<file path="config.mk">
export PLATFORM = sky130hd
export DESIGN_NAME = lwc_top
export DESIGN_NICKNAME = d
export VERILOG_FILES = /design/src/verilog/lwc_pkg.sv /design/src/verilog/lwc_top.sv /design/src/verilog/lwc_sync3.sv
export SDC_FILE = /design/constraint.sdc
export NUM_CORES = 1
export LEC_CHECK = 0
export BUFFER_PORTS_ARGS = -buffer_cell sky130_fd_sc_hd__buf_4
export CAP_MARGIN = 10
export CORE_ASPECT_RATIO = 1.4
export CORE_MARGIN = 1
export CORE_UTILIZATION = 40
export DETAILED_ROUTE_END_ITERATION = 7
export GPL_TIMING_DRIVEN = 0
export HOLD_SLACK_MARGIN = 0.06
export PLACE_DENSITY = 0.84
export SLEW_MARGIN = 20
export SYNTH_ARGS = -nofsm -noshare
export SYNTH_HDL_FRONTEND = slang
export SYNTH_SLANG_ARGS = --single-unit
</file>
<file path="constraint.sdc">
create_clock -name hclk -period 2 [get_ports hclk]
set_clock_uncertainty 0.1 [all_clocks]
set_input_delay 0.4 -clock hclk [delete_from_list [all_inputs] [get_ports hclk]]
set_output_delay 0.4 -clock hclk [all_outputs]
set_load 0.1 [all_outputs]
</file>
<file path="src/verilog/lwc_pkg.sv">
// package: constants and types for the link wake and contender strap block
`default_nettype none
package lwc_pkg;
	// clock rate and timing
	localparam int CLK_PERIOD_NS = 100;
	localparam int PWR_LOW_NS = 2600;
	// least time: round up, at least one cycle
	localparam int PWR_LOW_RAW = (PWR_LOW_NS + CLK_PERIOD_NS - 1) / CLK_PERIOD_NS;
	localparam int PWR_LOW_CYC = (PWR_LOW_RAW < 1) ? 1 : PWR_LOW_RAW;
	localparam logic [5:0] PWR_LOW_LIMIT = 6'(PWR_LOW_CYC);
	// wake wave: period of eight clocks, toggle every half period
	localparam int WAKE_PERIOD_CYC = 8;
	localparam logic [1:0] WAKE_HALF_LAST = 2'(WAKE_PERIOD_CYC / 2 - 1);
	// edges after reset release before the strap level is taken
	localparam logic [2:0] STRAP_SETTLE = 3'h4;
	// register byte offsets
	localparam logic [3:0] OFF_LINK_CTRL = 4'h0;
	localparam logic [3:0] OFF_IRQ_STAT = 4'h4;
	localparam logic [3:0] OFF_WAKE_STAT = 4'h8;
	// link control fields
	localparam int CTRL_LINK_ACT_BIT = 0;
	localparam int CTRL_RESUME_EN_BIT = 1;
	localparam logic [1:0] CTRL_RESET = 2'h0;
	// interrupt status fields
	localparam int IRQ_PORT_EV_BIT = 0;
	localparam int IRQ_CFG_TO_BIT = 1;
	localparam int IRQ_CBL_PWR_BIT = 2;
	localparam int IRQ_STATE_TO_BIT = 3;
	localparam logic [3:0] IRQ_RESET = 4'h0;
	// wake status fields
	localparam int STAT_CONTENDER_BIT = 0;
	localparam int STAT_PWR_ACTIVE_BIT = 1;
	localparam int STAT_LINK_IDLE_BIT = 2;
	localparam int STAT_WAKE_BIT = 3;
	localparam int STAT_LINKON_BIT = 4;
	// interrupt event pulses from the rest of the phy
	typedef struct packed {
		logic state_to;
		logic cable_pwr;
		logic cfg_to;
		logic port_ev;
	} lwc_irq_ev_t;
	// strap and wake bookkeeping
	typedef enum logic [1:0] {
		LWC_ST_SETTLE = 2'b00,
		LWC_ST_RUN = 2'b01
	} lwc_state_t;
endpackage
`default_nettype wire

</file>
<file path="src/verilog/lwc_top.sv">
// module: contender strap capture and link wake output with ahb-lite registers
`default_nettype none
module lwc_top (
	input wire logic hclk,
	input wire logic hresetn,
	input wire logic ce,
	// ahb-lite slave
	input wire logic hsel,
	input wire logic [31:0] haddr,
	input wire logic [1:0] htrans,
	input wire logic hwrite,
	input wire logic [2:0] hsize,
	input wire logic [31:0] hwdata,
	input wire logic hready,
	output logic hreadyout,
	output logic hresp,
	output logic [31:0] hrdata,
	// link side
	input wire logic link_power_status,
	input wire logic link_on_packet_rx,
	input wire logic bus_reset,
	input wire lwc_pkg::lwc_irq_ev_t irq_events,
	// shared strap and wake pin
	input wire logic contender_strap_wake_pin_in,
	output logic contender_strap_wake_pin_out,
	output logic contender_strap_wake_pin_oe,
	output logic contender_default
);
	logic pwr_sync;
	logic pin_sync;
	lwc_pkg::lwc_state_t state;
	lwc_pkg::lwc_state_t next_state;
	logic [2:0] settle_cnt;
	logic [2:0] next_settle_cnt;
	logic next_contender_default;
	logic [5:0] pwr_low_cnt;
	logic [5:0] next_pwr_low_cnt;
	logic pwr_active;
	logic link_idle;
	logic irq_cond;
	logic linkon_pending;
	logic next_linkon_pending;
	logic wake_active;
	logic next_wake_active;
	logic [1:0] phase_cnt;
	logic [1:0] next_phase_cnt;
	logic wave;
	logic next_wave;
	logic [1:0] ctrl;
	logic [1:0] next_ctrl;
	logic [3:0] irq_stat;
	logic [3:0] next_irq_stat;
	logic dp_write;
	logic next_dp_write;
	logic [3:0] dp_addr;
	logic [3:0] next_dp_addr;
	logic [31:0] next_hrdata;
	logic addr_phase;
	logic [31:0] stat_word;

	// both outside inputs pass the three-stage chain
	lwc_sync3 #(
		.WIDTH(2)
	) u_sync (
		.hclk(hclk),
		.hresetn(hresetn),
		.ce(ce),
		.async_in({link_power_status, contender_strap_wake_pin_in}),
		.sync_out({pwr_sync, pin_sync})
	);

	// strap capture once the chain has settled after release
	always_comb begin
		next_state = state;
		next_settle_cnt = settle_cnt;
		next_contender_default = contender_default;
		case (state)
			lwc_pkg::LWC_ST_SETTLE: begin
				if (settle_cnt == lwc_pkg::STRAP_SETTLE) begin
					next_contender_default = pin_sync;
					next_state = lwc_pkg::LWC_ST_RUN;
				end else begin
					next_settle_cnt = settle_cnt + 3'h1;
				end
			end
			lwc_pkg::LWC_ST_RUN: begin
				next_state = lwc_pkg::LWC_ST_RUN;
			end
			default: begin
				next_state = lwc_pkg::LWC_ST_SETTLE;
			end
		endcase
	end

	always_ff @(posedge hclk or negedge hresetn) begin
		if (!hresetn) begin
			state <= lwc_pkg::LWC_ST_SETTLE;
			settle_cnt <= 3'h0;
			contender_default <= 1'b0;
		end else if (ce) begin
			state <= next_state;
			settle_cnt <= next_settle_cnt;
			contender_default <= next_contender_default;
		end
	end

	// power status low-time filter
	always_comb begin
		if (pwr_sync) begin
			next_pwr_low_cnt = 6'h0;
		end else if (pwr_low_cnt <= lwc_pkg::PWR_LOW_LIMIT) begin
			next_pwr_low_cnt = pwr_low_cnt + 6'h1; // saturates one past the limit
		end else begin
			next_pwr_low_cnt = pwr_low_cnt;
		end
	end

	assign pwr_active = (pwr_low_cnt <= lwc_pkg::PWR_LOW_LIMIT);
	assign link_idle = !pwr_active || !ctrl[lwc_pkg::CTRL_LINK_ACT_BIT];
	// interrupt conditions that call for wake
	assign irq_cond = irq_stat[lwc_pkg::IRQ_PORT_EV_BIT] ||
		(ctrl[lwc_pkg::CTRL_RESUME_EN_BIT] && (irq_stat[lwc_pkg::IRQ_CFG_TO_BIT] ||
		irq_stat[lwc_pkg::IRQ_CBL_PWR_BIT] || irq_stat[lwc_pkg::IRQ_STATE_TO_BIT]));

	// wake decision and square wave, nothing wakes before the strap is taken
	always_comb begin
		next_linkon_pending = linkon_pending;
		next_wake_active = wake_active;
		if (state != lwc_pkg::LWC_ST_RUN || !link_idle) begin
			next_linkon_pending = 1'b0;
			next_wake_active = 1'b0;
		end else if (bus_reset) begin
			next_linkon_pending = 1'b0;
			next_wake_active = irq_cond;
		end else begin
			next_linkon_pending = linkon_pending || link_on_packet_rx;
			// latched: clearing the cause does not stop it while the link is idle
			next_wake_active = wake_active || next_linkon_pending || irq_cond;
		end
		next_phase_cnt = 2'h0;
		next_wave = 1'b0;
		if (wake_active) begin
			next_phase_cnt = phase_cnt + 2'h1;
			next_wave = (phase_cnt == lwc_pkg::WAKE_HALF_LAST) ? !wave : wave;
		end
	end

	always_ff @(posedge hclk or negedge hresetn) begin
		if (!hresetn) begin
			pwr_low_cnt <= 6'h0;
			linkon_pending <= 1'b0;
			wake_active <= 1'b0;
			phase_cnt <= 2'h0;
			wave <= 1'b0;
		end else if (ce) begin
			pwr_low_cnt <= next_pwr_low_cnt;
			linkon_pending <= next_linkon_pending;
			wake_active <= next_wake_active;
			phase_cnt <= next_phase_cnt;
			wave <= next_wave;
		end
	end

	// pin released in reset and until the strap is taken
	assign contender_strap_wake_pin_oe = (state == lwc_pkg::LWC_ST_RUN);
	assign contender_strap_wake_pin_out = wave;

	// ahb-lite slave, zero wait states, always okay
	assign hreadyout = 1'b1;
	assign hresp = 1'b0;
	assign addr_phase = hsel && htrans[1] && hready;

	assign stat_word = {27'h0, linkon_pending, wake_active, link_idle, pwr_active,
		contender_default};

	// address phase capture, read data and register updates
	always_comb begin
		next_dp_write = addr_phase && hwrite;
		next_dp_addr = haddr[3:0];
		next_hrdata = hrdata;
		if (addr_phase && !hwrite) begin
			case (haddr[3:0])
				lwc_pkg::OFF_LINK_CTRL: next_hrdata = {30'h0, ctrl};
				lwc_pkg::OFF_IRQ_STAT: next_hrdata = {28'h0, irq_stat};
				lwc_pkg::OFF_WAKE_STAT: next_hrdata = stat_word;
				default: next_hrdata = 32'h0;
			endcase
		end
		next_ctrl = ctrl;
		next_irq_stat = irq_stat;
		if (dp_write && dp_addr == lwc_pkg::OFF_LINK_CTRL) begin
			next_ctrl = hwdata[1:0];
		end
		if (dp_write && dp_addr == lwc_pkg::OFF_IRQ_STAT) begin
			next_irq_stat = irq_stat & ~hwdata[3:0]; // write one to clear
		end
		next_irq_stat = next_irq_stat | irq_events; // set wins over clear
	end

	always_ff @(posedge hclk or negedge hresetn) begin
		if (!hresetn) begin
			dp_write <= 1'b0;
			dp_addr <= 4'h0;
			hrdata <= 32'h0;
			ctrl <= lwc_pkg::CTRL_RESET;
			irq_stat <= lwc_pkg::IRQ_RESET;
		end else if (ce) begin
			dp_write <= next_dp_write;
			dp_addr <= next_dp_addr;
			hrdata <= next_hrdata;
			ctrl <= next_ctrl;
			irq_stat <= next_irq_stat;
		end
	end
endmodule
`default_nettype wire

</file>
<file path="src/verilog/lwc_sync3.sv">
// module: three-stage input synchroniser with agreement filter
`default_nettype none
module lwc_sync3 #(
	parameter int WIDTH = 1
) (
	input wire logic hclk,
	input wire logic hresetn,
	input wire logic ce,
	input wire logic [WIDTH-1:0] async_in,
	output logic [WIDTH-1:0] sync_out
);
	logic [WIDTH-1:0] stage1;
	logic [WIDTH-1:0] stage2;
	logic [WIDTH-1:0] stage3;
	logic [WIDTH-1:0] next_sync_out;

	// take a new level only where stages two and three agree
	always_comb begin
		for (int i = 0; i < WIDTH; i++) begin
			next_sync_out[i] = (stage2[i] == stage3[i]) ? stage3[i] : sync_out[i];
		end
	end

	// shift chain
	always_ff @(posedge hclk or negedge hresetn) begin
		if (!hresetn) begin
			stage1 <= '0;
			stage2 <= '0;
			stage3 <= '0;
			sync_out <= '0;
		end else if (ce) begin
			stage1 <= async_in;
			stage2 <= stage1;
			stage3 <= stage2;
			sync_out <= next_sync_out;
		end
	end
endmodule
`default_nettype wire

</file>
== Yosys cells after proc, flatten, opt, wreduce, memory -nomap -nowiden ==
Cells that the tools add are included.
Storage, ports and cells
  bits in registers: 68
  input bits: 83
  output and inout port bits: 37
  logic and storage cells: 83
Operators by class
  add/subtract/negate cells: 3
  $lt $le $gt $ge: 1
  equality and inequality tests: 11
  muxes and demuxes: 13
  bitwise gates (word level): 4
  reductions and logical operators: 33
Operators by type and width (count)
  one-hot mux 5 bit (3 select lines): 1
  AND reduction 2 bit: 7
  two-way mux 6 bit: 2
  == test 4 x 3 -> 1 bit (second input constant): 2
  zero test 4 bit: 2
  logical OR 1 bit: 8
  logical AND 1 bit: 7
  adder 6 x 1 -> 6 bit (second input constant): 1
  <= comparator 6 x 5 -> 1 bit (second input constant): 1
  two-way mux 1 bit: 6
  AND reduction 3 bit: 2
  zero test 1 bit: 5
  AND 4 bit: 1
  == test 4 bit (second input constant): 1
  two-way mux 2 bit: 2
  two-way mux 4 bit: 1
  inequality test 2 x 1 -> 1 bit (second input constant): 2
  NOT 4 bit: 1
  bitwise OR 4 bit: 1
  one-hot mux 2 bit (2 select lines): 1
  adder 3 x 1 -> 3 bit (second input constant): 1
  == test 3 bit (second input constant): 1
  adder 2 x 1 -> 2 bit (second input constant): 1
  == test 1 bit: 2
  6 further kinds: 6

== Logic depth before layout (Yosys ltp) ==
  word-level depth: 7
  gate-level depth with buffers: 6

== By module ==
From an unflattened synthesis, not the netlist that was laid out.
Unflattened totals
  cell total of the unflattened synthesis: 202
  area total of the unflattened synthesis: 2132.0 um^2
By module, submodules not included
  lwc_top: times used 1, cells an instance 177, area an instance 1795.5 um^2, seq. area each 800.8 um^2
  lwc_sync3: times used 1, cells an instance 25, area an instance 336.6 um^2, seq. area each 200.2 um^2

== Worst setup path after synthesis ==
OpenSTA, ideal clock, no wires.
  path type: register to register
  start: reg state[0]
  end: reg settle_cnt[1]
  setup time: 0.125 ns
  arrival: 1.607 ns
  data required time: 1.775 ns
  setup slack: 0.168 ns
  stages on the path, launching flop included: 4
  clock period less this slack: 1.832 ns
  cells stage by stage: dfrtp_1 > nor2b_1 > nand2_1 > mux2_2
Between the ends
  word-level cells in the longest chain between the ends: 2
Ends and longest elaborated chain
  start: declaration: RTL line lwc_top.sv:31  | lwc_pkg::lwc_state_t state;
  start signal: assignment: RTL line lwc_top.sv:97  | state <= lwc_pkg::LWC_ST_SETTLE;
  start signal: assignment: RTL line lwc_top.sv:101  | state <= next_state;
  zero test 2 bit: RTL line lwc_top.sv:77  | case (state)
  AND reduction 3 bit (no source line)
  end signal: assignment: RTL line lwc_top.sv:102  | settle_cnt <= next_settle_cnt;
  end: declaration: RTL line lwc_top.sv:33  | logic [2:0] settle_cnt;
Every way passes these cells.
A chain may end at the register's enable or synchronous reset.

== Worst setup path in the final report ==
  start: reg pwr_low_cnt[0]
  end: reg linkon_pending
Between the ends
  word-level cells in the longest chain between the ends: 6
Ends and longest elaborated chain
  start: declaration: RTL line lwc_top.sv:36  | logic [5:0] pwr_low_cnt;
  start signal: assignment: RTL line lwc_top.sv:156  | pwr_low_cnt <= next_pwr_low_cnt;
  <= comparator 6 x 5 -> 1 bit: RTL line lwc_top.sv:118  | assign pwr_active = (pwr_low_cnt <= lwc_pkg::PWR_LOW_LIMIT);
  zero test 1 bit: RTL line lwc_top.sv:119  | assign link_idle = !pwr_active || !ctrl[lwc_pkg::CTRL_LINK_ACT_BIT];
  logical OR 1 bit: RTL line lwc_top.sv:119
  zero test 1 bit: RTL line lwc_top.sv:129  | if (state != lwc_pkg::LWC_ST_RUN || !link_idle) begin
  logical OR 1 bit: RTL line lwc_top.sv:129
  two-way mux 1 bit: RTL line lwc_top.sv:129
  end signal: assignment: RTL line lwc_top.sv:157  | linkon_pending <= next_linkon_pending;
  end: declaration: RTL line lwc_top.sv:41  | logic linkon_pending;
Every way passes these cells.

==> run_results.csv <==
group,metric,value,unit
clock_network,h-tree-depth,2,
placed_design,placed_cell_area,2550,sq um
routing,wl,4120,um
routing,wl_per_cell,12.1,um
critical_path,slowest_stage,"dfrtp_1",
floorplanning,rows,31,
sta,period_share,84.2,%
clock_network,clk_path_buf_depth,2,
yosys,yosysWarnings,0,
yosys,synthCells,208,
min_path,hp-class,"in2reg",
critical_path,crit_type,"reg2reg",
run,max_cap_violations,0,
yosys,synthMuxAreaShare,9.08,%
routing,route.detailed.drc,0,
sta,rsz0062_at_grt,"no",
critical_path,end_kind,"register",
yosys,netlist_area,2150,sq um
placed_design,place.gp.congestion,0.797,
layout,ff_latch_area,1000,sq um
floorplanning,start_util,41.7,%
grt,grt_use_total,15.5,%
yosys,synth_top_family_by_area,"compound AO/OA/AOI/OAI gates",
yosys,synth-compound-area-share,14.0,%
sta,fmax,594,MHz
yosys,synthSimpleGateAreaFrac,12.7,%
sta,finalSetupViolCount,0,
yosys,yosysSeqAreaShare,46.5,%
grt,antenna_found_initial,0,
layout,finalInstanceArea,2660,sq um
run_status,outcome,"finished, final reports clean",
routing,via_per_inst,4.75,
routing,num_vias,1611,
routing,firstDrtPassIters,4,
sta,maxSlewHeadroom,66.6,%
critical_path,critical-path-max-stage-delay,420,ps
sta,timing_hold_violations_final,0,
critical_path,cp_data_required_time,2120,ps
clock_network,cts_resized,0,
clock_network,cts_root_buffer,"clkbuf_8",
floorplanning,dieArea,5680,sq um
grt,grt_max_degree,41,
yosys,synthXorXnorAreaFrac,0.407,%
power_and_ir_drop,leakagePower,1.33,nW
clock_network,clock_sinks,40,
yosys,synthAdderAreaFrac,2.91,%
yosys,synthArstFlopShare,100,%
sta,drv_slew,0,
power_and_ir_drop,vdd_drop_max,612,uV
sta,fin_tns_setup,0,ps
placed_design,dp_hpwl,3150,um
floorplanning,ios,120,
critical_path,ff2ff_path_depth,6,
critical_path,critPathLaunchType,"register",
power_and_ir_drop,p_total,2.50,mW
floorplanning,die_x,64.0,um
layout,syn_to_final_growth,23.5,%
yosys,syn_avg_cell_area,10.3,sq um
yosys,synth_ff_type,"dfrtp_1",
layout,insertedDiodeCount,0,
routing,postRouteAntennaNets,0,
yosys,synth_edf_count,0,
layout,final_common_cell,"buf_4",
power_and_ir_drop,power.density,941,nW/um^2
sta,period_needed,1680,ps
min_path,min_path_cells,2,
clock_network,postCtsSetupBuffers,0,
critical_path,worstPathArrival,1810,ps
clock_network,numCtsBuffers,5,
layout,mostFrequentLayoutCells,"buf_4 (59), dfrtp_1 (40), conb_1 (29)",
floorplanning,core_area,5160,sq um
sta,timing.hold.ws,228,ps
routing,drt_iter0_markers,60,
critical_path,cp_cell_sequence,"inv_1, ha_1, nand2b_1, a21o_1, a211o_1, a21oi_1",
clock_network,cts.reportedPaths.clkPinSlew,70,ps
layout,fin_util,51.5,%
grt,grt_remaining_overflow,0,
critical_path,critPathMaxFanout,7,
clock_network,clock_latency,290,ps
yosys,ys_seq_elements,40,
placed_design,portBuffers,29,
layout,fin_nets,360,
yosys,yosysUniqueCellTypes,40,
grt,first_global_vias,1528,
floorplanning,die_h,88.8,um
layout,drive_gt1_share,31.9,%
grt,grt_pass1_wl,6710,um
layout,fillers,476,
layout,multi_input_area,951,sq um
clock_network,cts_tree,"built",
sta,worst_pin_slew,500,ps
## synth_stat cells, drive strengths merged, types with 2 or more instances
library cell | count | area [sq um]
dfrtp | 40 | 1000
buf | 33 | 240
mux2 | 14 | 165
nand2 | 14 | 52.6
a21oi | 13 | 65.1
inv | 13 | 48.8
o21ai | 9 | 45.0
nor2 | 8 | 30.0
a22o | 7 | 61.3
nand3 | 7 | 35.0
nor2b | 6 | 37.5
ha | 5 | 62.6
a31oi | 4 | 25.0
nand2b | 4 | 25.0
clkbuf | 3 | 11.3
mux2i | 3 | 30.0
conb | 2 | 7.51
nand3b | 2 | 27.5
nor4b | 2 | 23.8
o22ai | 2 | 12.5
o31ai | 2 | 15.0
## report_power, final
part | internal (mW) | switching (mW) | total [mW]
logic | 0.276 | 0.614 | 0.890
clock network | 0.280 | 0.278 | 0.559
registers | 0.937 | 0.113 | 1.05
total | 1.49 | 1.01 | 2.50
## metal layers
layer	up-vias	track usage, %	routed length, um
met2	52	26.6	2100
met3	9	2.96	208
met5	-	0	0
li1	790	-	-
met4	0	8.68	92
met1	760	18.1	1720
## layout make-up
class,instances,area share (%)
timing repair buffer,30,8.57
multi-input combinational,146,35.8
clock inverter,1,0.283
clock buffer,7,3.25
inverter,13,1.84
buffer,36,9.47
sequential,40,37.7
tap,66,3.11
## state kept, by name, indices dropped and copies added (netlist names), 2 cells and up
name / count
ctrl: 2
dp_addr: 4
hrdata: 5
irq_stat: 4
phase_cnt: 2
pwr_low_cnt: 6
settle_cnt: 3
u_sync.stage1: 2
u_sync.stage2: 2
u_sync.stage3: 2
u_sync.sync_out: 2
## stage by stage
stage          std cells  worst slack, ps
6_report             339              316
3_5_place_dp         330              335
4_1_cts              339              319
3_3_place_gp         330              379
5_1_grt              339              199
2_1_floorplan        235              168
## cell families after synthesis
| family | count (synthesis) |
|---|---|
| AOI/OAI and AO/OA | 46 |
| and+or+nand+nor | 48 |
| adders and majority gates | 5 |
| other | 2 |
| buffers and inverters | 49 |
| muxes | 17 |
| DFF | 40 |
| xor gates and xnor gates | 1 |
## worst paths after layout
check                                            from                          to  slack, ps
min reg2reg                     hrdata[4]$_DFFE_PN0P_       hrdata[4]$_DFFE_PN0P_        400
max in group asynchronous                     hresetn  pwr_low_cnt[1]$_DFFE_PN0P_        930
max                        pwr_low_cnt[0]$_DFFE_PN0P_  linkon_pending$_DFFE_PN0P_        320
min                                     irq_events[3]     irq_stat[3]$_DFFE_PN0P_        230
min in group asynchronous                     hresetn     irq_stat[3]$_DFFE_PN0P_        520
max reg2reg                pwr_low_cnt[0]$_DFFE_PN0P_  linkon_pending$_DFFE_PN0P_        320
## worst max-delay path, delay by kind of cell (launching register included)
kind / cells / cell delay (ps)
AOI/OAI and AO/OA: 3 / 700
adders and majority gates: 1 / 180
buffers and inverters: 1 / 60
DFF: 1 / 420
and+or+nand+nor: 1 / 150
## repair_timing
action	CTS	global route
hold buffers	1	0
endpoints found under the setup margin	0	0
hold endpoints to repair	40	0
(Power assumes the default switching activity.)
